### src/hw/tx_enc_pkg.sv
package tx_enc_pkg;
  // register offsets
  localparam logic [7:0] ADDR_BIT_FRAMING = 8'h48;
  localparam logic [7:0] ADDR_DATA_CODING = 8'h4a;
  localparam logic [7:0] ADDR_DATA_MOD = 8'h4b;
  localparam logic [7:0] ADDR_FRAME_OPT = 8'h4c;
  localparam logic [7:0] ADDR_STATUS = 8'h4d;
  // reset values and writable masks
  localparam logic [7:0] REG_RESET = 8'h00;
  localparam logic [7:0] BIT_FRAMING_MASK = 8'hab;
  localparam logic [7:0] FRAME_OPT_MASK = 8'h03;
  localparam logic [7:0] FRAME_OPT_RESET = 8'h03;
  // bit framing fields
  localparam int HIGH_ORDER_POS = 7;
  localparam int PARITY_ODD_POS = 5;
  localparam int STOP_LEVEL_POS = 3;
  localparam int START_LEVEL_POS = 1;
  localparam int START_ENABLE_POS = 0;
  // data coding fields
  localparam int CODE_SEL_POS = 4;
  localparam int SUBCARRIER_POS = 3;
  localparam int BIT_RATE_POS = 0;
  // data modulation fields
  localparam int FRAME_STEP_POS = 7;
  localparam int MILLER_POS = 6;
  localparam int PULSE_KIND_POS = 4;
  localparam int INVERT_POS = 3;
  localparam int ENV_KIND_POS = 0;
  // frame option and status fields
  localparam int PARITY_EN_POS = 0;
  localparam int STOP_EN_POS = 1;
  localparam int BUSY_POS = 0;
  localparam int FRAME_POS = 1;
  localparam int READY_POS = 2;
  // code select values
  localparam logic [3:0] CODE_ONE_OF_4 = 4'h8;
  localparam logic [3:0] CODE_256 = 4'h9;
  localparam logic [3:0] CODE_256_ZERO_NONE = 4'ha;
  localparam logic [3:0] CODE_256_ZERO_LAST = 4'hb;
  localparam logic [3:0] CODE_PIE = 4'hc;
  localparam logic [3:0] CODE_RZ_FIRST = 4'h4;
  localparam logic [3:0] CODE_RZ_LAST = 4'h7;
  // pulse and envelope kinds
  localparam logic [1:0] PULSE_NONE = 2'h0;
  localparam logic [1:0] PULSE_START = 2'h1;
  localparam logic [1:0] PULSE_HALF = 2'h2;
  localparam logic [1:0] PULSE_QUARTER3 = 2'h3;
  localparam logic [2:0] ENV_DIRECT = 3'h0;
  localparam logic [2:0] ENV_MANCH = 3'h1;
  localparam logic [2:0] ENV_MANCH_SC = 3'h2;
  localparam logic [2:0] ENV_BPSK = 3'h3;
  // slot and unit counts
  localparam logic [7:0] SLOT_LAST_4 = 8'h03;
  localparam logic [7:0] SLOT_LAST_256 = 8'hff;
  localparam logic [1:0] SYM_LAST_4 = 2'h3;
  localparam logic [1:0] PIE_ZERO_LAST = 2'h1;
  localparam logic [1:0] PIE_ONE_LAST = 2'h3;
  // timing
  localparam int CLK_KHZ = 50000;
  localparam int RATE_26_KHZ = 26;
  localparam int RATE_53_KHZ = 53;
  localparam int RATE_106_KHZ = 106;
  localparam int RATE_212_KHZ = 212;
  localparam int RATE_424_KHZ = 424;
  localparam int RATE_848_KHZ = 848;
  localparam int SC_424_KHZ = 424;
  localparam int SC_848_KHZ = 848;
  localparam logic [9:0] QUARTER_26 = 10'(CLK_KHZ / (4 * RATE_26_KHZ));
  localparam logic [9:0] QUARTER_53 = 10'(CLK_KHZ / (4 * RATE_53_KHZ));
  localparam logic [9:0] QUARTER_106 = 10'(CLK_KHZ / (4 * RATE_106_KHZ));
  localparam logic [9:0] QUARTER_212 = 10'(CLK_KHZ / (4 * RATE_212_KHZ));
  localparam logic [9:0] QUARTER_424 = 10'(CLK_KHZ / (4 * RATE_424_KHZ));
  localparam logic [9:0] QUARTER_848 = 10'(CLK_KHZ / (4 * RATE_848_KHZ));
  localparam logic [6:0] SC_HALF_424 = 7'(CLK_KHZ / (2 * SC_424_KHZ));
  localparam logic [6:0] SC_HALF_848 = 7'(CLK_KHZ / (2 * SC_848_KHZ));

  typedef enum logic [2:0] {
    ST_IDLE, ST_START, ST_DATA, ST_PARITY, ST_STOP, ST_SLOTS, ST_GAP, ST_NEXT
  } tx_state_t;
endpackage : tx_enc_pkg

### src/hw/bit_timer.sv
`timescale 1ns/1ps
module bit_timer (
  input wire logic clk,
  input wire logic reset,
  input wire logic run,
  input wire logic [2:0] rate_sel,
  input wire logic sc_sel,
  output logic bit_end,
  output logic [1:0] quarter,
  output logic subcarrier
);
  typedef struct packed {
    logic [9:0] cnt;
    logic [1:0] quarter;
    logic [6:0] sc_cnt;
    logic sc;
    logic [11:0] gap;
    logic seen;
  } timer_state_t;
  timer_state_t s;
  timer_state_t next_s;
  logic [9:0] limit;
  logic [6:0] sc_limit;
  logic q_end;

  always_comb begin
    case (rate_sel)
      3'h3: limit = tx_enc_pkg::QUARTER_53;
      3'h4: limit = tx_enc_pkg::QUARTER_106;
      3'h5: limit = tx_enc_pkg::QUARTER_212;
      3'h6: limit = tx_enc_pkg::QUARTER_424;
      3'h7: limit = tx_enc_pkg::QUARTER_848;
      default: limit = tx_enc_pkg::QUARTER_26;
    endcase
  end

  // subcarrier half period
  assign sc_limit = sc_sel ? tx_enc_pkg::SC_HALF_848
                           : tx_enc_pkg::SC_HALF_424;
  assign q_end = s.cnt == limit - 10'd1;
  assign bit_end = run && q_end && s.quarter == 2'd3;
  assign quarter = s.quarter;
  assign subcarrier = s.sc;

  always_comb begin
    next_s = s;
    if (!run) begin
      next_s.cnt = 10'h000;
      next_s.quarter = 2'h0;
    end else if (q_end) begin
      next_s.cnt = 10'h000;
      next_s.quarter = s.quarter + 2'd1;
    end else begin
      next_s.cnt = s.cnt + 10'd1;
    end
    if (s.sc_cnt >= sc_limit - 7'd1) begin
      next_s.sc_cnt = 7'h00;
      next_s.sc = ~s.sc;
    end else begin
      next_s.sc_cnt = s.sc_cnt + 7'd1;
    end
    if (!run) begin
      next_s.seen = 1'b0;
      next_s.gap = 12'h000;
    end else if (bit_end) begin
      next_s.seen = 1'b1;
      next_s.gap = 12'h000;
    end else begin
      next_s.gap = s.gap + 12'd1;
    end
  end

  always_ff @(posedge clk) begin
    if (reset) begin
      s <= '0;
    end else begin
      s <= next_s;
    end
  end
endmodule : bit_timer

### src/hw/envelope_shaper.sv
`timescale 1ns/1ps
module envelope_shaper (
  input wire logic bit_val,
  input wire logic prev_bit,
  input wire logic [1:0] quarter,
  input wire logic [1:0] pulse_kind,
  input wire logic miller,
  input wire logic [2:0] env_kind,
  input wire logic invert,
  input wire logic subcarrier,
  output logic level
);
  logic pulsed;
  logic manch;
  logic env;

  always_comb begin
    pulsed = bit_val;
    if (miller) begin
      // one: pulse in third quarter; zero after zero: pulse at start
      if (bit_val) begin
        pulsed = quarter == 2'd2;
      end else begin
        pulsed = !prev_bit && quarter == 2'd0;
      end
    end else begin
      case (pulse_kind)
        tx_enc_pkg::PULSE_START: pulsed = bit_val && quarter == 2'd0;
        tx_enc_pkg::PULSE_HALF: pulsed = bit_val && quarter[1];
        tx_enc_pkg::PULSE_QUARTER3: pulsed = bit_val && quarter == 2'd2;
        default: pulsed = bit_val;
      endcase
    end
    manch = quarter[1] ? ~pulsed : pulsed;
    // subcarrier only reaches the output in the ENV_MANCH_SC and ENV_BPSK envelopes
    case (env_kind)
      tx_enc_pkg::ENV_MANCH: env = manch;
      tx_enc_pkg::ENV_MANCH_SC: env = manch & subcarrier;
      tx_enc_pkg::ENV_BPSK: env = pulsed ^ subcarrier;
      default: env = pulsed;
    endcase
    level = env ^ invert;
  end
endmodule : envelope_shaper

### src/hw/tx_bit_framing_encoder.sv
// Design decision made here: the strobed register port.
`timescale 1ns/1ps
module tx_bit_framing_encoder (
  input wire logic clk,
  input wire logic reset,
  input wire logic [7:0] addr,
  input wire logic [7:0] wdata,
  input wire logic wr,
  input wire logic rd,
  output logic [7:0] rdata,
  input wire logic tx_valid,
  input wire logic [7:0] tx_data,
  input wire logic tx_last,
  output logic tx_ready,
  output logic tx_envelope,
  output logic tx_frame,
  output logic tx_busy
);
  typedef struct packed {
    logic [7:0] bit_framing;
    logic [7:0] data_coding;
    logic [7:0] data_mod;
    logic [7:0] frame_opt;
    logic [7:0] rdata;
    tx_enc_pkg::tx_state_t state;
    logic [7:0] byte_buf;
    logic last;
    logic [2:0] idx;
    logic [7:0] slot;
    logic [1:0] sym;
    logic [1:0] unit;
    logic prev_bit;
    logic ready;
    logic frame;
    logic busy;
    logic env;
  } enc_state_t;
  enc_state_t s;
  enc_state_t next_s;

  logic [3:0] code;
  logic high_order;
  logic parity_odd;
  logic stop_level;
  logic start_level;
  logic start_enable;
  logic frame_step;
  logic parity_en;
  logic stop_en;
  logic bit_end;
  logic [1:0] quarter;
  logic subcarrier;
  logic shaped;
  logic run;
  logic accept;
  logic bit_state;
  logic slot_code;
  logic is_pie;
  logic is_rz;
  logic data_bit;
  logic parity_bit;
  logic cur_bit;
  logic pseudo;
  logic adv;
  logic [1:0] pie_last;
  logic [7:0] pair_lsb;
  logic [7:0] pair_msb;
  logic [7:0] slot_target;
  logic [7:0] slot_last;
  tx_enc_pkg::tx_state_t first_state;
  tx_enc_pkg::tx_state_t end_state;

  assign code = s.data_coding[tx_enc_pkg::CODE_SEL_POS +: 4];
  assign high_order = s.bit_framing[tx_enc_pkg::HIGH_ORDER_POS];
  assign parity_odd = s.bit_framing[tx_enc_pkg::PARITY_ODD_POS];
  assign stop_level = s.bit_framing[tx_enc_pkg::STOP_LEVEL_POS];
  assign start_level = s.bit_framing[tx_enc_pkg::START_LEVEL_POS];
  assign start_enable = s.bit_framing[tx_enc_pkg::START_ENABLE_POS];
  assign frame_step = s.data_mod[tx_enc_pkg::FRAME_STEP_POS];
  assign parity_en = s.frame_opt[tx_enc_pkg::PARITY_EN_POS];
  assign stop_en = s.frame_opt[tx_enc_pkg::STOP_EN_POS];

  bit_timer u_timer (
    .clk(clk),
    .reset(reset),
    .run(run),
    .rate_sel(s.data_coding[tx_enc_pkg::BIT_RATE_POS +: 3]),
    .sc_sel(s.data_coding[tx_enc_pkg::SUBCARRIER_POS]),
    .bit_end(bit_end),
    .quarter(quarter),
    .subcarrier(subcarrier)
  );

  envelope_shaper u_shaper (
    .bit_val(pseudo),
    .prev_bit(s.prev_bit),
    .quarter(quarter),
    .pulse_kind(s.data_mod[tx_enc_pkg::PULSE_KIND_POS +: 2]),
    .miller(s.data_mod[tx_enc_pkg::MILLER_POS]),
    .env_kind(s.data_mod[tx_enc_pkg::ENV_KIND_POS +: 3]),
    .invert(s.data_mod[tx_enc_pkg::INVERT_POS]),
    .subcarrier(subcarrier),
    .level(shaped)
  );

  // symbol source
  assign run = s.state != tx_enc_pkg::ST_IDLE
            && s.state != tx_enc_pkg::ST_NEXT;
  assign accept = s.ready && tx_valid;
  assign bit_state = s.state == tx_enc_pkg::ST_START
                  || s.state == tx_enc_pkg::ST_DATA
                  || s.state == tx_enc_pkg::ST_PARITY
                  || s.state == tx_enc_pkg::ST_STOP;
  assign slot_code = code >= tx_enc_pkg::CODE_ONE_OF_4
                  && code <= tx_enc_pkg::CODE_256_ZERO_LAST;
  assign is_pie = code == tx_enc_pkg::CODE_PIE;
  assign is_rz = code >= tx_enc_pkg::CODE_RZ_FIRST
              && code <= tx_enc_pkg::CODE_RZ_LAST;
  assign data_bit = high_order ? s.byte_buf[3'd7 - s.idx]
                               : s.byte_buf[s.idx];
  assign parity_bit = (^s.byte_buf) ^ parity_odd;

  always_comb begin
    case (s.state)
      tx_enc_pkg::ST_START: cur_bit = start_level;
      tx_enc_pkg::ST_DATA: cur_bit = data_bit;
      tx_enc_pkg::ST_PARITY: cur_bit = parity_bit;
      tx_enc_pkg::ST_STOP: cur_bit = stop_level;
      default: cur_bit = 1'b0;
    endcase
  end

  // slot codes: one-of-four pairs or one-of-256 bytes
  assign pair_lsb = s.byte_buf >> {s.sym, 1'b0};
  assign pair_msb = s.byte_buf >> (3'd6 - {s.sym, 1'b0});
  assign slot_last = (code == tx_enc_pkg::CODE_ONE_OF_4)
                   ? tx_enc_pkg::SLOT_LAST_4 : tx_enc_pkg::SLOT_LAST_256;
  always_comb begin
    if (code == tx_enc_pkg::CODE_ONE_OF_4) begin
      slot_target = {6'h00, high_order ? pair_msb[1:0]
                                       : pair_lsb[1:0]};
    end else if (code == tx_enc_pkg::CODE_256_ZERO_LAST
                 && s.byte_buf == 8'h00) begin
      slot_target = tx_enc_pkg::SLOT_LAST_256;
    end else begin
      slot_target = s.byte_buf;
    end
  end

  assign pie_last = cur_bit ? tx_enc_pkg::PIE_ONE_LAST
                            : tx_enc_pkg::PIE_ZERO_LAST;

  always_comb begin
    if (s.state == tx_enc_pkg::ST_SLOTS) begin
      pseudo = s.slot == slot_target
            && !(code == tx_enc_pkg::CODE_256_ZERO_NONE
                 && s.byte_buf == 8'h00);
    end else if (bit_state && is_pie) begin
      pseudo = s.unit == pie_last;
    end else if (bit_state && is_rz) begin
      pseudo = cur_bit && quarter == code[1:0];
    end else begin
      pseudo = bit_state && cur_bit;
    end
  end

  // pie symbols span two or four bit periods
  assign adv = bit_end
            && (!(is_pie && bit_state) || s.unit == pie_last);

  always_comb begin
    if (slot_code) begin
      first_state = tx_enc_pkg::ST_SLOTS;
    end else if (start_enable) begin
      first_state = tx_enc_pkg::ST_START;
    end else begin
      first_state = tx_enc_pkg::ST_DATA;
    end
    if (s.last) begin
      end_state = tx_enc_pkg::ST_IDLE;
    end else if (frame_step) begin
      end_state = tx_enc_pkg::ST_GAP;
    end else begin
      end_state = tx_enc_pkg::ST_NEXT;
    end
  end

  always_comb begin
    next_s = s;
    next_s.rdata = 8'h00;
    if (wr) begin
      if (addr == tx_enc_pkg::ADDR_BIT_FRAMING) begin
        next_s.bit_framing = wdata & tx_enc_pkg::BIT_FRAMING_MASK;
      end else if (addr == tx_enc_pkg::ADDR_DATA_CODING) begin
        next_s.data_coding = wdata;
      end else if (addr == tx_enc_pkg::ADDR_DATA_MOD) begin
        next_s.data_mod = wdata;
      end else if (addr == tx_enc_pkg::ADDR_FRAME_OPT) begin
        next_s.frame_opt = wdata & tx_enc_pkg::FRAME_OPT_MASK;
      end
    end
    if (rd) begin
      if (addr == tx_enc_pkg::ADDR_BIT_FRAMING) begin
        next_s.rdata = s.bit_framing;
      end else if (addr == tx_enc_pkg::ADDR_DATA_CODING) begin
        next_s.rdata = s.data_coding;
      end else if (addr == tx_enc_pkg::ADDR_DATA_MOD) begin
        next_s.rdata = s.data_mod;
      end else if (addr == tx_enc_pkg::ADDR_FRAME_OPT) begin
        next_s.rdata = s.frame_opt;
      end else if (addr == tx_enc_pkg::ADDR_STATUS) begin
        next_s.rdata[tx_enc_pkg::BUSY_POS] = s.busy;
        next_s.rdata[tx_enc_pkg::FRAME_POS] = s.frame;
        next_s.rdata[tx_enc_pkg::READY_POS] = s.ready;
      end
    end
    if (bit_state) begin
      next_s.unit = bit_end ? (adv ? 2'h0 : s.unit + 2'd1) : s.unit;
    end
    if (bit_state && adv) begin
      next_s.prev_bit = cur_bit;
    end
    case (s.state)
      tx_enc_pkg::ST_IDLE, tx_enc_pkg::ST_NEXT: begin
        if (accept) begin
          next_s.byte_buf = tx_data;
          next_s.last = tx_last;
          next_s.idx = 3'h0;
          next_s.slot = 8'h00;
          next_s.sym = 2'h0;
          next_s.unit = 2'h0;
          next_s.prev_bit = s.prev_bit && !frame_step
                         && s.state == tx_enc_pkg::ST_NEXT;
          next_s.state = first_state;
        end
      end
      tx_enc_pkg::ST_START: begin
        if (adv) begin
          next_s.state = tx_enc_pkg::ST_DATA;
        end
      end
      tx_enc_pkg::ST_DATA: begin
        if (adv) begin
          next_s.idx = s.idx + 3'd1;
          if (s.idx == 3'd7) begin
            if (parity_en) begin
              next_s.state = tx_enc_pkg::ST_PARITY;
            end else if (stop_en) begin
              next_s.state = tx_enc_pkg::ST_STOP;
            end else begin
              next_s.state = end_state;
            end
          end
        end
      end
      tx_enc_pkg::ST_PARITY: begin
        if (adv) begin
          next_s.state = stop_en ? tx_enc_pkg::ST_STOP : end_state;
        end
      end
      tx_enc_pkg::ST_STOP: begin
        if (adv) begin
          next_s.state = end_state;
        end
      end
      tx_enc_pkg::ST_SLOTS: begin
        if (bit_end) begin
          next_s.slot = s.slot + 8'd1;
          if (s.slot == slot_last) begin
            next_s.slot = 8'h00;
            next_s.sym = s.sym + 2'd1;
            if (code != tx_enc_pkg::CODE_ONE_OF_4
                || s.sym == tx_enc_pkg::SYM_LAST_4) begin
              next_s.state = end_state;
            end
          end
        end
      end
      tx_enc_pkg::ST_GAP: begin
        if (bit_end) begin
          next_s.state = tx_enc_pkg::ST_NEXT;
        end
      end
      default: next_s.state = tx_enc_pkg::ST_IDLE;
    endcase
    next_s.ready = next_s.state == tx_enc_pkg::ST_IDLE
                || next_s.state == tx_enc_pkg::ST_NEXT;
    next_s.busy = next_s.state != tx_enc_pkg::ST_IDLE;
    next_s.frame = next_s.busy && next_s.state != tx_enc_pkg::ST_GAP
                && !(next_s.state == tx_enc_pkg::ST_NEXT && frame_step);
    next_s.env = run ? shaped : 1'b0;
  end

  always_ff @(posedge clk) begin
    if (reset) begin
      s <= '0;
      s.frame_opt <= tx_enc_pkg::FRAME_OPT_RESET;
      s.bit_framing <= tx_enc_pkg::REG_RESET;
    end else begin
      s <= next_s;
    end
  end

  assign rdata = s.rdata;
  assign tx_ready = s.ready;
  assign tx_envelope = s.env;
  assign tx_frame = s.frame;
  assign tx_busy = s.busy;
endmodule : tx_bit_framing_encoder

### config.mk
export PLATFORM = sky130hd
export DESIGN_NAME = tx_bit_framing_encoder
export DESIGN_NICKNAME = d
export VERILOG_FILES = /design/src/hw/tx_enc_pkg.sv /design/src/hw/bit_timer.sv /design/src/hw/envelope_shaper.sv /design/src/hw/tx_bit_framing_encoder.sv
export SDC_FILE = /design/constraint.sdc
export NUM_CORES = 1
export LEC_CHECK = 0
export ABC_AREA = 1
export BUFFER_PORTS_ARGS = -buffer_cell sky130_fd_sc_hd__buf_4
export CELL_PAD_IN_SITES_DETAIL_PLACEMENT = 2
export CELL_PAD_IN_SITES_GLOBAL_PLACEMENT = 2
export CORE_MARGIN = 5
export CORE_UTILIZATION = 34
export DETAILED_ROUTE_END_ITERATION = 10
export PLACE_DENSITY = 0.92
export SLEW_MARGIN = 20
export SYNTH_ARGS = -nofsm -noshare
export SYNTH_HDL_FRONTEND = slang
export SYNTH_SLANG_ARGS = --single-unit
### constraint.sdc
create_clock -name clk -period 3.5 [get_ports clk]
set_clock_uncertainty 0.2 [all_clocks]
set_input_delay 0.7 -clock clk [delete_from_list [all_inputs] [get_ports clk]]
set_output_delay 0.7 -clock clk [all_outputs]
set_load 0.005 [all_outputs]
Yosys cells after proc, flatten, opt, wreduce, memory -nomap -nowiden

Index checks and enable logic that the tools add are counted.

$add $sub $neg: 11
Magnitude comparators: 7
Equality and inequality tests: 44
Shift operators: 2
Muxes and demuxes: 53
Bitwise logic cells: 11
Reduce and logical (&&, ||, !) cells: 58

Operator list:

| cell                                                                          | number |
|---|---|
| 3-bit 2-to-1 mux                                                              | 17 |
| 8-bit 2-to-1 mux                                                              | 6 |
| 9-bit case mux with 5 select lines                                            | 1 |
| 8-bit by 7-bit == test with 1-bit output (second input constant)              | 5 |
| 3-bit == test (second input constant)                                         | 10 |
| 28-bit 2-to-1 mux                                                             | 1 |
| 1-bit logical AND                                                             | 24 |
| 3-bit case mux with 7 select lines                                            | 1 |
| 10-bit 2-to-1 mux                                                             | 2 |
| 10-bit case mux with 2 select lines                                           | 1 |
| 4-bit == test (second input constant)                                         | 4 |
| 8-bit == test                                                                 | 2 |
| 8-bit by 3-bit >> shifter with 2-bit output                                   | 2 |
| 3-bit by 2-bit == test with 1-bit output (second input constant)              | 5 |
| 2-bit 2-to-1 mux                                                              | 6 |
| 1-bit 2-to-1 mux                                                              | 11 |
| 10-bit by 1-bit adder with 10-bit output (second input constant)              | 1 |
| 10-bit == test                                                                | 1 |
| 2-bit == test (second input constant)                                         | 5 |
| 9-bit by 1-bit subtractor with 10-bit output (second input constant)          | 1 |
| 3-bit AND reduction                                                           | 3 |
| 8-bit by 1-bit adder with 8-bit output (second input constant)                | 1 |
| 8-bit logical NOT                                                             | 1 |
| 3-bit by 4-bit less-than comparator with 1-bit output (second input constant) | 2 |
| 37 further kinds                                                              | 73 |

Register bits: 83
Input bits: 30
Output and inout port bits: 12
Logic and storage cells: 208

Depth between registers and ports, before layout

Gate-level depths: netlist of the first run.

Depth after elaboration: 18
Mapped depth: 24

Cells and area by module

A second synthesis of the first run with hierarchy kept.

Cell total of the unflattened synthesis: 757
Area, all modules: 5166.2 um^2

Modules (own cells, without submodules):

| module                 | times used | cells each | area each (um^2) | sequential area each (um^2) |
|---|---|---|---|---|
| tx_bit_framing_encoder | 1          | 547        | 3757.4           | 1261.2 |
| bit_timer              | 1          | 173        | 1209.9           | 400.4 |
| envelope_shaper        | 1          | 37         | 198.9            | 0.0 |

Worst setup path before layout of the first run

No wires, ideal clock.

Path type: input to register
Start: input port addr[5]
End: register s[53] (netlist bit)
Library setup time: 0.128 ns
Data arrival time: 2.361 ns
Required time: 3.172 ns
Slack: 0.811 ns
Stages: 7
Buffers on the path: 1
Cells stage by stage: nor4_1 -> inv_1 -> nor4_1 -> nand2_1 -> clkbuf_1 -> o21ai_0 -> a21oi_1

Cells in the longest elaborated chain, start to end: 3
Elaborated cells on any way between the ends: 6
Those cells by class: eq/ne (3); bitwise (2); reduce/logical (1)

RTL lines:

| element                                                     | line                                                         | source |
|---|---|---|
| start: declaration                                          | tx_bit_framing_encoder.sv:6                                  | `input wire logic [7:0] addr,` |
| 8-bit by 7-bit == test with 1-bit output (on tied branches) | tx_bit_framing_encoder.sv:194, tx_bit_framing_encoder.sv:192 |  |
| 1-bit inverter (no source line)                             | -                                                            |  |
| 4-bit AND reduction (no source line) *                      | -                                                            |  |
| end signal: assignment                                      | tx_bit_framing_encoder.sv:300                                | `s <= next_s;` |
| end: declaration                                            | tx_bit_framing_encoder.sv:38                                 | `enc_state_t s;` |

Every way passes the cells marked *; elsewhere a longest branch is shown, timed or not.
A chain may end at the register's enable or synchronous reset.

Final worst setup path of the first run

Start: register s[28] (netlist bit)
End: register s (netlist bit tx_envelope)

Cells in the longest elaborated chain, start to end: 16
Elaborated cells on any way between the ends: 38
Those cells by class: eq/ne (2); shift (2); mux (18); bitwise (5); reduce/logical (11)

RTL lines:

| element                                                      | line                                                                | source |
|---|---|---|
| 1-bit binary-select mux with 3-bit select (on tied branches) | tx_bit_framing_encoder.sv:120, tx_bit_framing_encoder.sv:119        |  |
| 1-bit 2-to-1 mux (on tied branches)                          | tx_bit_framing_encoder.sv:120, tx_bit_framing_encoder.sv:119        |  |
| 1-bit 2-to-1 mux                                             | tx_bit_framing_encoder.sv:119                                       | `assign data_bit = high_order ? s.byte_buf[3'd7 - s.idx]` |
| 1-bit case mux with 4 select lines                           | tx_bit_framing_encoder.sv:124                                       | `case (s.state)` |
| 2-bit 2-to-1 mux, or another cell as far along               | tx_bit_framing_encoder.sv:150                                       | `assign pie_last = cur_bit ? tx_enc_pkg::PIE_ONE_LAST` |
| 2-bit == test or 1-bit 2-to-1 mux (tied branches)            | tx_bit_framing_encoder.sv:159, tx_bit_framing_encoder.sv:160        |  |
| 1-bit 2-to-1 mux                                             | tx_bit_framing_encoder.sv:158                                       | `end else if (bit_state && is_pie) begin` |
| 1-bit 2-to-1 mux *                                           | tx_bit_framing_encoder.sv:154                                       | `if (s.state == tx_enc_pkg::ST_SLOTS) begin` |
| 1-bit logical AND (on tied branches)                         | envelope_shaper.sv:30, envelope_shaper.sv:28, envelope_shaper.sv:29 |  |
| 1-bit case mux with 3 select lines                           | envelope_shaper.sv:27                                               | `case (pulse_kind)` |
| 1-bit 2-to-1 mux *                                           | envelope_shaper.sv:19                                               | `if (miller) begin` |
| 1-bit inverter                                               | envelope_shaper.sv:34                                               | `manch = quarter[1] ? ~pulsed : pulsed;` |
| 1-bit 2-to-1 mux                                             | envelope_shaper.sv:34                                               |  |
| 1-bit AND                                                    | envelope_shaper.sv:38                                               | `tx_enc_pkg::ENV_MANCH_SC: env = manch & subcarrier;` |
| 1-bit case mux with 3 select lines *                         | envelope_shaper.sv:36                                               | `case (env_kind)` |
| 1-bit bitwise XOR *                                          | envelope_shaper.sv:42                                               | `level = env ^ invert;` |

Every way passes the cells marked *; elsewhere a longest branch is shown, timed or not. The select of a mux whose other input is x is not followed.

==> summary.txt, run 1 <==
Outcome -> finished clean
RR Endpoint -> tx_envelope
Most frequent cells in the layout -> nand2_1 (155), inv_1 (100), dfxtp_1 (82)
Synth cell types -> 49
Setup tns final -> 0 ns
Fin nets -> 821
Critical path's largest stage delay -> 0.34 ns
Least-Margin Pin Slew -> 0.594 ns
Htree depth -> 3
Combinational share of power -> 30.1%
Seq cells post-synth -> 83
Total grt overflow -> 0
Mapped Avg Cell Area -> 6.73 sq um
Slowest CP cell -> dfxtp_1
Initial antenna violation count -> 0
GPL Wtd Cong -> 0.912
HPWL Detailed -> 14,300 microns
Number of global-route vias before repair -> 6,022
Critical path data arrival time -> 3.31 ns
DIE AREA -> 17,100 sq um
Post-placement setup slack -> 0.218 ns
Setup-failing EPs final -> 0
Core Rows -> 44
HP Class -> flip-flop to flip-flop
Worst-case clock buffer depth -> 2
Die span in x -> 131 microns
Max Cap Viol -> 0
Filler cells -> 1,703
First-pass GRT wire length -> 31,600 microns
Vias/cell -> 5.45
Most common cell after layout, fill and taps aside -> nand2_1
Most used cell, CP -> nand2_1
Worst-path fanout max -> 9
Clock Pin Slew Worst Setup and Hold Paths -> 0.07 ns
Synth-to-Final Area Change -> 16.3%
Worst hold slack -> 0.292 ns
Cell family with most CP delay -> simple AND/OR/NAND/NOR gates
Wire per inst -> 19.9 microns
Initial Util -> 34.3%
Total number of vias -> 5,256
ANT nets after route -> 0
Final WS setup -> 0.272 ns
Power Density -> 542 nW/um^2
Num Clock Sinks -> 83
Prevailing post-synth register cell -> dfxtp_1
Startpoint Class -> flip-flop
Stages on worst setup path -> 21
Crit path capture type -> flip-flop
CTS tree -> done
Part of the power in registers -> 36.1%
Clock Tree Root -> clkbuf_16
Post-cts sizing count -> 0
R2R setup slack -> 0.27 ns
Sw Ratio -> 37.4%
Largest net degree at the start of global routing -> 25
Post-Syn Area -> 4950 sq um
Min cycle time layout -> 3.23 ns
Crit Path Class -> flip-flop to flip-flop
Clk_lat worst skew -> 0.35 ns
RSZ-0062 raised after global routing -> false
DRC Markers -> 0
Int Pwr -> 1.96 mW
Drt pass-1 iters -> 4
Clock network power share -> 33.8%
Seq/Total Area, Yosys -> 33.5%
Design Power -> 3.12 mW
Num CTS Buffers -> 9
Leakage -> 2.35 nW
Share of the synthesized area in the top cell type -> 33.5%
CP endpoint -> tx_envelope
Net switching power -> 1.17 mW
Postcts setup bufs -> 0
DR iter-0 viols -> 212
Buffers on Ports -> 41
Reg2reg path depth -> 21
Crit-path cells -> inv_1 -> ha_1 -> nand2_1 -> nor2_2 -> nand4_4 -> nand2_1 -> nand2_1 -> nand2_1 -> o21ai_1 -> nor2_1 -> nand2_1 -> nor2_1 -> nand2_1 -> nand2_1 -> nand2_1 -> nand3_2 -> nand2_1 -> or2_1 -> nand4_1 -> nand2_1 -> a21oi_1
CP startpoint -> s[28]
Placed cells -> 948
Final period utilization -> 92.2%
Maximum vdd ir drop -> 262 uV
Ports -> 42
Final hold violations -> 0
Diode count -> 0
Post-Syn Nets -> 782
Share of flip-flops with an asynchronous set or reset -> 0%
Worst reg2reg startpoint -> s[28]
Die Span Y -> 131 microns
Final non-filler cell total -> 964
Share of cells above drive strength 1 -> 13.5%
Leading area contributor after synthesis -> dfxtp_1
Max Transition Viols Final -> 0
Slew headroom -> 60.0%
Gate Count Post-Synth -> 736
Gr usage total -> 23.6%
Core area -> 14,400 sq um
Wirelength, routed -> 19,200 microns
YS warnings -> 0
Fmax -> 310 MHz
Required @ worst endpoint -> 3.58 ns
EDFF count, synth -> 0
Buf/Inv on CP -> 1
Dominant cells by area after synthesis -> dfxtp_1 (34%), nand2_1 (12%), inv_1 (7.6%), nand3_1 (6.6%), a21oi_1 (5.8%)
Hold Buf Count CTS -> 0
-- logic make-up after synthesis --
family / count (synthesis) / synth area share (%)
simple gates: 343 / 32.0
compound gates: 152 / 17.7
buf+inv: 130 / 10.6
flops: 83 / 33.5
fa+ha+maj: 16 / 4.04
xor+xnor: 12 / 2.12
-- synthesized netlist by cell type (all sizes together), types with 3 or more instances --
cell type / number
a21o: 3
a31oi: 5
dfxtp: 83
o22ai: 4
o211ai: 4
ha: 16
nand3: 68
a221oi: 4
xnor2: 4
inv: 111
o21ai: 59
nor3: 16
xor2: 8
buf: 9
a21oi: 58
nor3b: 4
nor4: 5
nor2: 70
nand4: 14
nand2: 163
clkbuf: 8
-- sequential cells by signal, summed over array words and instances (netlist names), 2 cells and up --
register,cells
rdata,8
s,43
code,4
u_timer.quarter,2
u_timer.s,17
-- layer usage --
layer / vias to the layer above / global-route usage (%) / part of all wire, %
li1: 2514 / - / -
met1: 2629 / 26.6 / 42
met2: 88 / 45.1 / 53
met3: 25 / 4.55 / 3.0
met4: 0 / 5.99 / 2.0
met5: - / 0 / 0
-- layout make-up --
cell class	instances	area, sq um	share of cell area, %
Clock buffer	12	267	4.63
Sequential cell	83	1660	28.9
Timing Repair Buffer	45	338	5.86
Multi-Input combinational cell	523	2780	48.2
Inverter	113	429	7.45
Clock inverter	4	55.1	0.956
Tap cell	184	230	4.00
-- metrics by stage --
step / utilization (%) / area (sq um)
global placement: 37.6 / 5420
floorplan: - / 4950
CTS: 39.8 / 5750
global route: 39.9 / 5760
finish: 39.9 / 5760
detailed placement: 37.6 / 5420
-- power groups by stage --
| stage | clock [mW] | sequential (mW) | combinational [mW] |
|---|---|---|---|
| floorplan | 0 | 1.10 | 0.628 |
| global placement | 0 | 1.14 | 0.843 |
| detailed placement | 0 | 1.14 | 0.910 |
| CTS | 1.07 | 1.12 | 0.935 |
| global route | 1.11 | 1.14 | 1.06 |
| finish | 1.05 | 1.13 | 0.940 |
-- worst min path at each step --
stage	from	to	slack, ns	cells past startpoint
global route	s[51]	tx_envelope	0.32	2
finish	u_timer.s[14]	u_timer.s[14]	0.29	1
global placement	u_timer.s[14]	u_timer.s[14]	0.27	1
detailed placement	u_timer.s[14]	u_timer.s[14]	0.28	1
CTS	u_timer.s[14]	u_timer.s[14]	0.30	1
floorplan	u_timer.s[14]	u_timer.s[14]	0.24	1
Power figures use the tool's default switching activity.
==> run 2, diff against run 1 <==
--- a/config.mk
+++ b/config.mk
@@ -9,11 +9,12 @@
 export BUFFER_PORTS_ARGS = -buffer_cell sky130_fd_sc_hd__buf_4
 export CELL_PAD_IN_SITES_DETAIL_PLACEMENT = 2
 export CELL_PAD_IN_SITES_GLOBAL_PLACEMENT = 2
-export CORE_MARGIN = 5
+export CORE_MARGIN = 2
 export CORE_UTILIZATION = 34
 export DETAILED_ROUTE_END_ITERATION = 10
-export PLACE_DENSITY = 0.92
+export PLACE_DENSITY = 0.91
 export SLEW_MARGIN = 20
 export SYNTH_ARGS = -nofsm -noshare
 export SYNTH_HDL_FRONTEND = slang
+export SYNTH_HIERARCHICAL = 1
 export SYNTH_SLANG_ARGS = --single-unit
==> run 2 against run 1 <==
  * Fmax shrank 8.8%
  * Flip-flop and latch count is the same
  * Combinational power grew 20%
  * Register-to-register slack lost 0.31 ns
  * Cell count grew 6.5%
  * Largest cell class unchanged
  * The flow now finishes with violations (setup timing)
  * Sequential power is essentially flat
  * Die area shrank 5.2%
==> summary.txt, run 2 <==
Outcome -> finished with violations (was finished clean)
Failing checks -> setup timing
Leading area contributor after synthesis -> dfxtp_1 (unchanged)
CP endpoint -> tx_envelope (unchanged)
CTS tree -> done (unchanged)
CP startpoint -> s[26] (was s[28])
Post-placement setup slack -> -0.208 ns (was 0.218 ns)
Power Density -> 525 nW/um^2 (was 542 nW/um^2)
Gate Count Post-Synth -> 757 (was 736)
Max Transition Viols Final -> 0 (unchanged)
Post-Syn Area -> 5170 sq um (was 4950 sq um)
Drt pass-1 iters -> 5 (was 4)
Most frequent cell after synthesis -> nand2_1 (unchanged)
Core area -> 15,000 sq um (was 14,400 sq um)
Sw Ratio -> 37.6% (was 37.4%)
Crit Path Class -> flip-flop to flip-flop (unchanged)
Fmax -> 283 MHz (was 310 MHz)
Ports -> 42 (unchanged)
DIE AREA -> 16,200 sq um (was 17,100 sq um)
Min cycle time layout -> 3.54 ns (was 3.23 ns)
Post-Syn Nets -> 802 (was 782)
Slew headroom -> 51.9% (was 60.0%)
Num CTS Buffers -> 9 (unchanged)
Initial antenna violation count -> 0 (unchanged)
Filler cells -> 1,727 (was 1,703)
Worst-case clock buffer depth -> 2 (unchanged)
Number of global-route vias before repair -> 6,187 (was 6,022)
Combinational share of power -> 33.1% (was 30.1%)
Final period utilization -> 101% (was 92.2%)
GPL Wtd Cong -> 0.898 (was 0.912)
RSZ-0062 raised after global routing -> true (was false)
Crit path capture type -> flip-flop (unchanged)
Dominant cells by area after synthesis -> dfxtp_1 (32%), nand2_1 (10%), inv_1 (7.5%), a21oi_1 (6.0%), o21ai_0 (5.5%) (was dfxtp_1 (34%), nand2_1 (12%), inv_1 (7.6%), nand3_1 (6.6%), a21oi_1 (5.8%))
RR Endpoint -> tx_envelope (unchanged)
Critical path data arrival time -> 3.57 ns (was 3.31 ns)
Least-Margin Pin Slew -> 0.720 ns (was 0.594 ns)
Share of the synthesized area in the top cell type -> 32.2% (was 33.5%)
Core Rows -> 45 (was 44)
Clock network power share -> 34.1% (was 33.8%)
Share of cells above drive strength 1 -> 26.6% (was 13.5%)
Clock Pin Slew Worst Setup and Hold Paths -> 0.07 ns (about the same)
Buffers on Ports -> 41 (unchanged)
HPWL Detailed -> 14,700 microns (was 14,300 microns)
Part of the power in registers -> 32.8% (was 36.1%)
Biggest register -> s (unchanged)
Die span in x -> 127 microns (was 131 microns)
Diode count -> 0 (unchanged)
First-pass GRT wire length -> 32,400 microns (was 31,600 microns)
Seq/Total Area, Yosys -> 32.2% (was 33.5%)
Die Span Y -> 127 microns (was 131 microns)
Wirelength, routed -> 22,800 microns (was 19,200 microns)
Required @ worst endpoint -> 3.53 ns (was 3.58 ns)
Synth-to-Final Area Change -> 25.6% (was 16.3%)
EDFF count, synth -> 0 (unchanged)
Final hold violations -> 0 (unchanged)
Initial Util -> 34.4% (was 34.3%)
Final WS setup -> -0.0389 ns (was 0.272 ns)
Clk_lat worst skew -> 0.36 ns (was 0.35 ns)
Most frequent cells in the layout -> nand2_1 (134), inv_1 (101), buf_4 (87) (was nand2_1 (155), inv_1 (100), dfxtp_1 (82))
Setup-failing EPs final -> 1 (was 0)
Worst-path fanout max -> 5 (was 9)
Core Util, Final -> 43.2% (was 39.9%)
Largest net degree at the start of global routing -> 37 (was 25)
DR iter-0 viols -> 269 (was 212)
Max reg flops -> 43 (unchanged)
R2R setup slack -> -0.04 ns (was 0.27 ns)
DRC Markers -> 0 (unchanged)
Prevailing post-synth register cell -> dfxtp_1 (unchanged)
Wire per inst -> 22.2 microns (was 19.9 microns)
Leakage -> 2.65 nW (was 2.35 nW)
Num Clock Sinks -> 83 (unchanged)
Vias/cell -> 5.49 (was 5.45)
Synth cell types -> 55 (was 49)
Worst reg2reg startpoint -> s[26] (was s[28])
Most common library cells after synthesis -> nand2_1 (137), inv_1 (103), dfxtp_1 (83), nor2_1 (69), a21oi_1 (62) (was nand2_1 (155), inv_1 (100), dfxtp_1 (83), nand3_1 (65), nor2_1 (63))
Fin nets -> 879 (was 821)
Gr usage total -> 25.4% (was 23.6%)
HP Class -> flip-flop to flip-flop (unchanged)
Most common cell after layout, fill and taps aside -> nand2_1 (unchanged)
Startpoint Class -> flip-flop (unchanged)
YS warnings -> 6 (was 0)
Max Cap Viol -> 0 (unchanged)
Maximum vdd ir drop -> 283 uV (was 262 uV)
Clock Tree Root -> clkbuf_16 (unchanged)
Reg2reg path depth -> 24 (was 21)
Total grt overflow -> 0 (unchanged)
ANT nets after route -> 0 (unchanged)
Net switching power -> 1.28 mW (was 1.17 mW)
Htree depth -> 3 (unchanged)
Mapped Avg Cell Area -> 6.82 sq um (was 6.73 sq um)
Share of flip-flops with an asynchronous set or reset -> 0% (unchanged)
Total number of vias -> 5,635 (was 5,256)
Design Power -> 3.41 mW (was 3.12 mW)
Seq cells post-synth -> 83 (unchanged)
Int Pwr -> 2.12 mW (was 1.96 mW)
-- run 2: cell types whose count changed in the layout (fill, tap and decap cells not counted), moves of 6 or more --
cell,previous run,this run
nand3_2,3,13
nand3_1,65,46
inv_4,0,8
buf_4,45,87
nand4_1,12,6
dfxtp_2,1,10
nand2_1,155,134
nand2_2,5,17
nor2_2,6,13
dfxtp_1,82,71
ha_1,16,10
-- run 2: cell type report --
type,count,area [sq um],area share (%)
Clock inverter,7,121,1.87
Inverter,125,497,7.66
Multi-Input combinational cell,527,3060,47.2
Tap cell,188,235,3.63
Sequential cell,83,1680,25.9
Clock buffer,9,225,3.47
Timing Repair Buffer,88,664,10.2
-- run 2: worst min path at each step --
| stage | startpoint | endpoint | slack [ns] | cells past startpoint |
|---|---|---|---|---|
| after floorplan | u_timer/s[14] | u_timer/s[14] | 0.23 | 1 |
| after global placement | u_timer/s[14] | u_timer/s[14] | 0.24 | 1 |
| after detailed placement | u_timer/s[14] | u_timer/s[14] | 0.27 | 1 |
| after CTS | u_timer/s[14] | u_timer/s[14] | 0.28 | 1 |
| after global routing | u_timer/s[14] | u_timer/s[14] | 0.31 | 1 |
| final | u_timer/s[14] | u_timer/s[14] | 0.27 | 1 |
-- run 2: kinds of logic (layout without fill, tap and decap cells) --
logic type	Yosys count	in the layout	synth area share (%)
fa+ha+maj	15	15	3.63
buf+inv	147	229	12.3
compound gates	157	157	17.1
flops	83	83	32.2
simple gates	336	336	31.6
xor+xnor	19	19	3.22
-- run 2: metrics by stage --
step                std cells  area (sq um)  setup TNS (ns)  hold WS [ns]
floorplan                 757          5170               0         0.230
global placement          977          5660               0         0.243
detailed placement        977          5660          -0.349         0.266
CTS                       995          6060               0         0.282
global route             1027          6490          -0.225         0.309
finish                   1027          6490         -0.0389         0.272
-- run 2: timing repair --
item	in CTS	in global routing
buffers inserted	2	32
pin swaps	2	19
setup endpoints to repair	4	9
hold buffers	0	0
gates resized for setup	16	48
-- run 2: layer usage --
layer  share of wire, %  GRT usage (%)  vias to the layer above  wire [microns]
met1                 40           28.2                     2811            9130
li1                   -              -                     2601               -
met4                3.7           10.1                        0             845
met2                 52           46.6                      154           12000
met5                  0              0                        -               0
met3                3.8           5.90                       69             859
-- run 2: critical path, cell delays in order, from the launching register on --
cell	delay [ns]
dfxtp_2	0.36
inv_4	0.10
ha_4	0.14
nand4_1	0.16
nor2_4	0.18
nand3_4	0.14
a21oi_4	0.18
o22ai_1	0.12
a211oi_2	0.22
o2111ai_1	0.14
nor2_1	0.12
nand2_1	0.07
o21ai_2	0.22
buf_6	0.16
nor2_4	0.04
nand3_2	0.09
nand3_4	0.10
nand3_1	0.12
nand3_2	0.11
nand3_2	0.11
nand2_2	0.05
nand2_1	0.08
nand2_1	0.05
nand2_1	0.07
nor2_1	0.05
-- run 2: power by group through the flow --
stage          logic [mW]  registers, mW  clock network (mW)
6_report             1.13           1.12                1.16
5_1_grt              1.23           1.12                1.21
4_1_cts             0.921           1.10                1.17
3_5_place_dp        0.891           1.12                   0
3_3_place_gp        0.808           1.12                   0
2_1_floorplan       0.638           1.08                   0
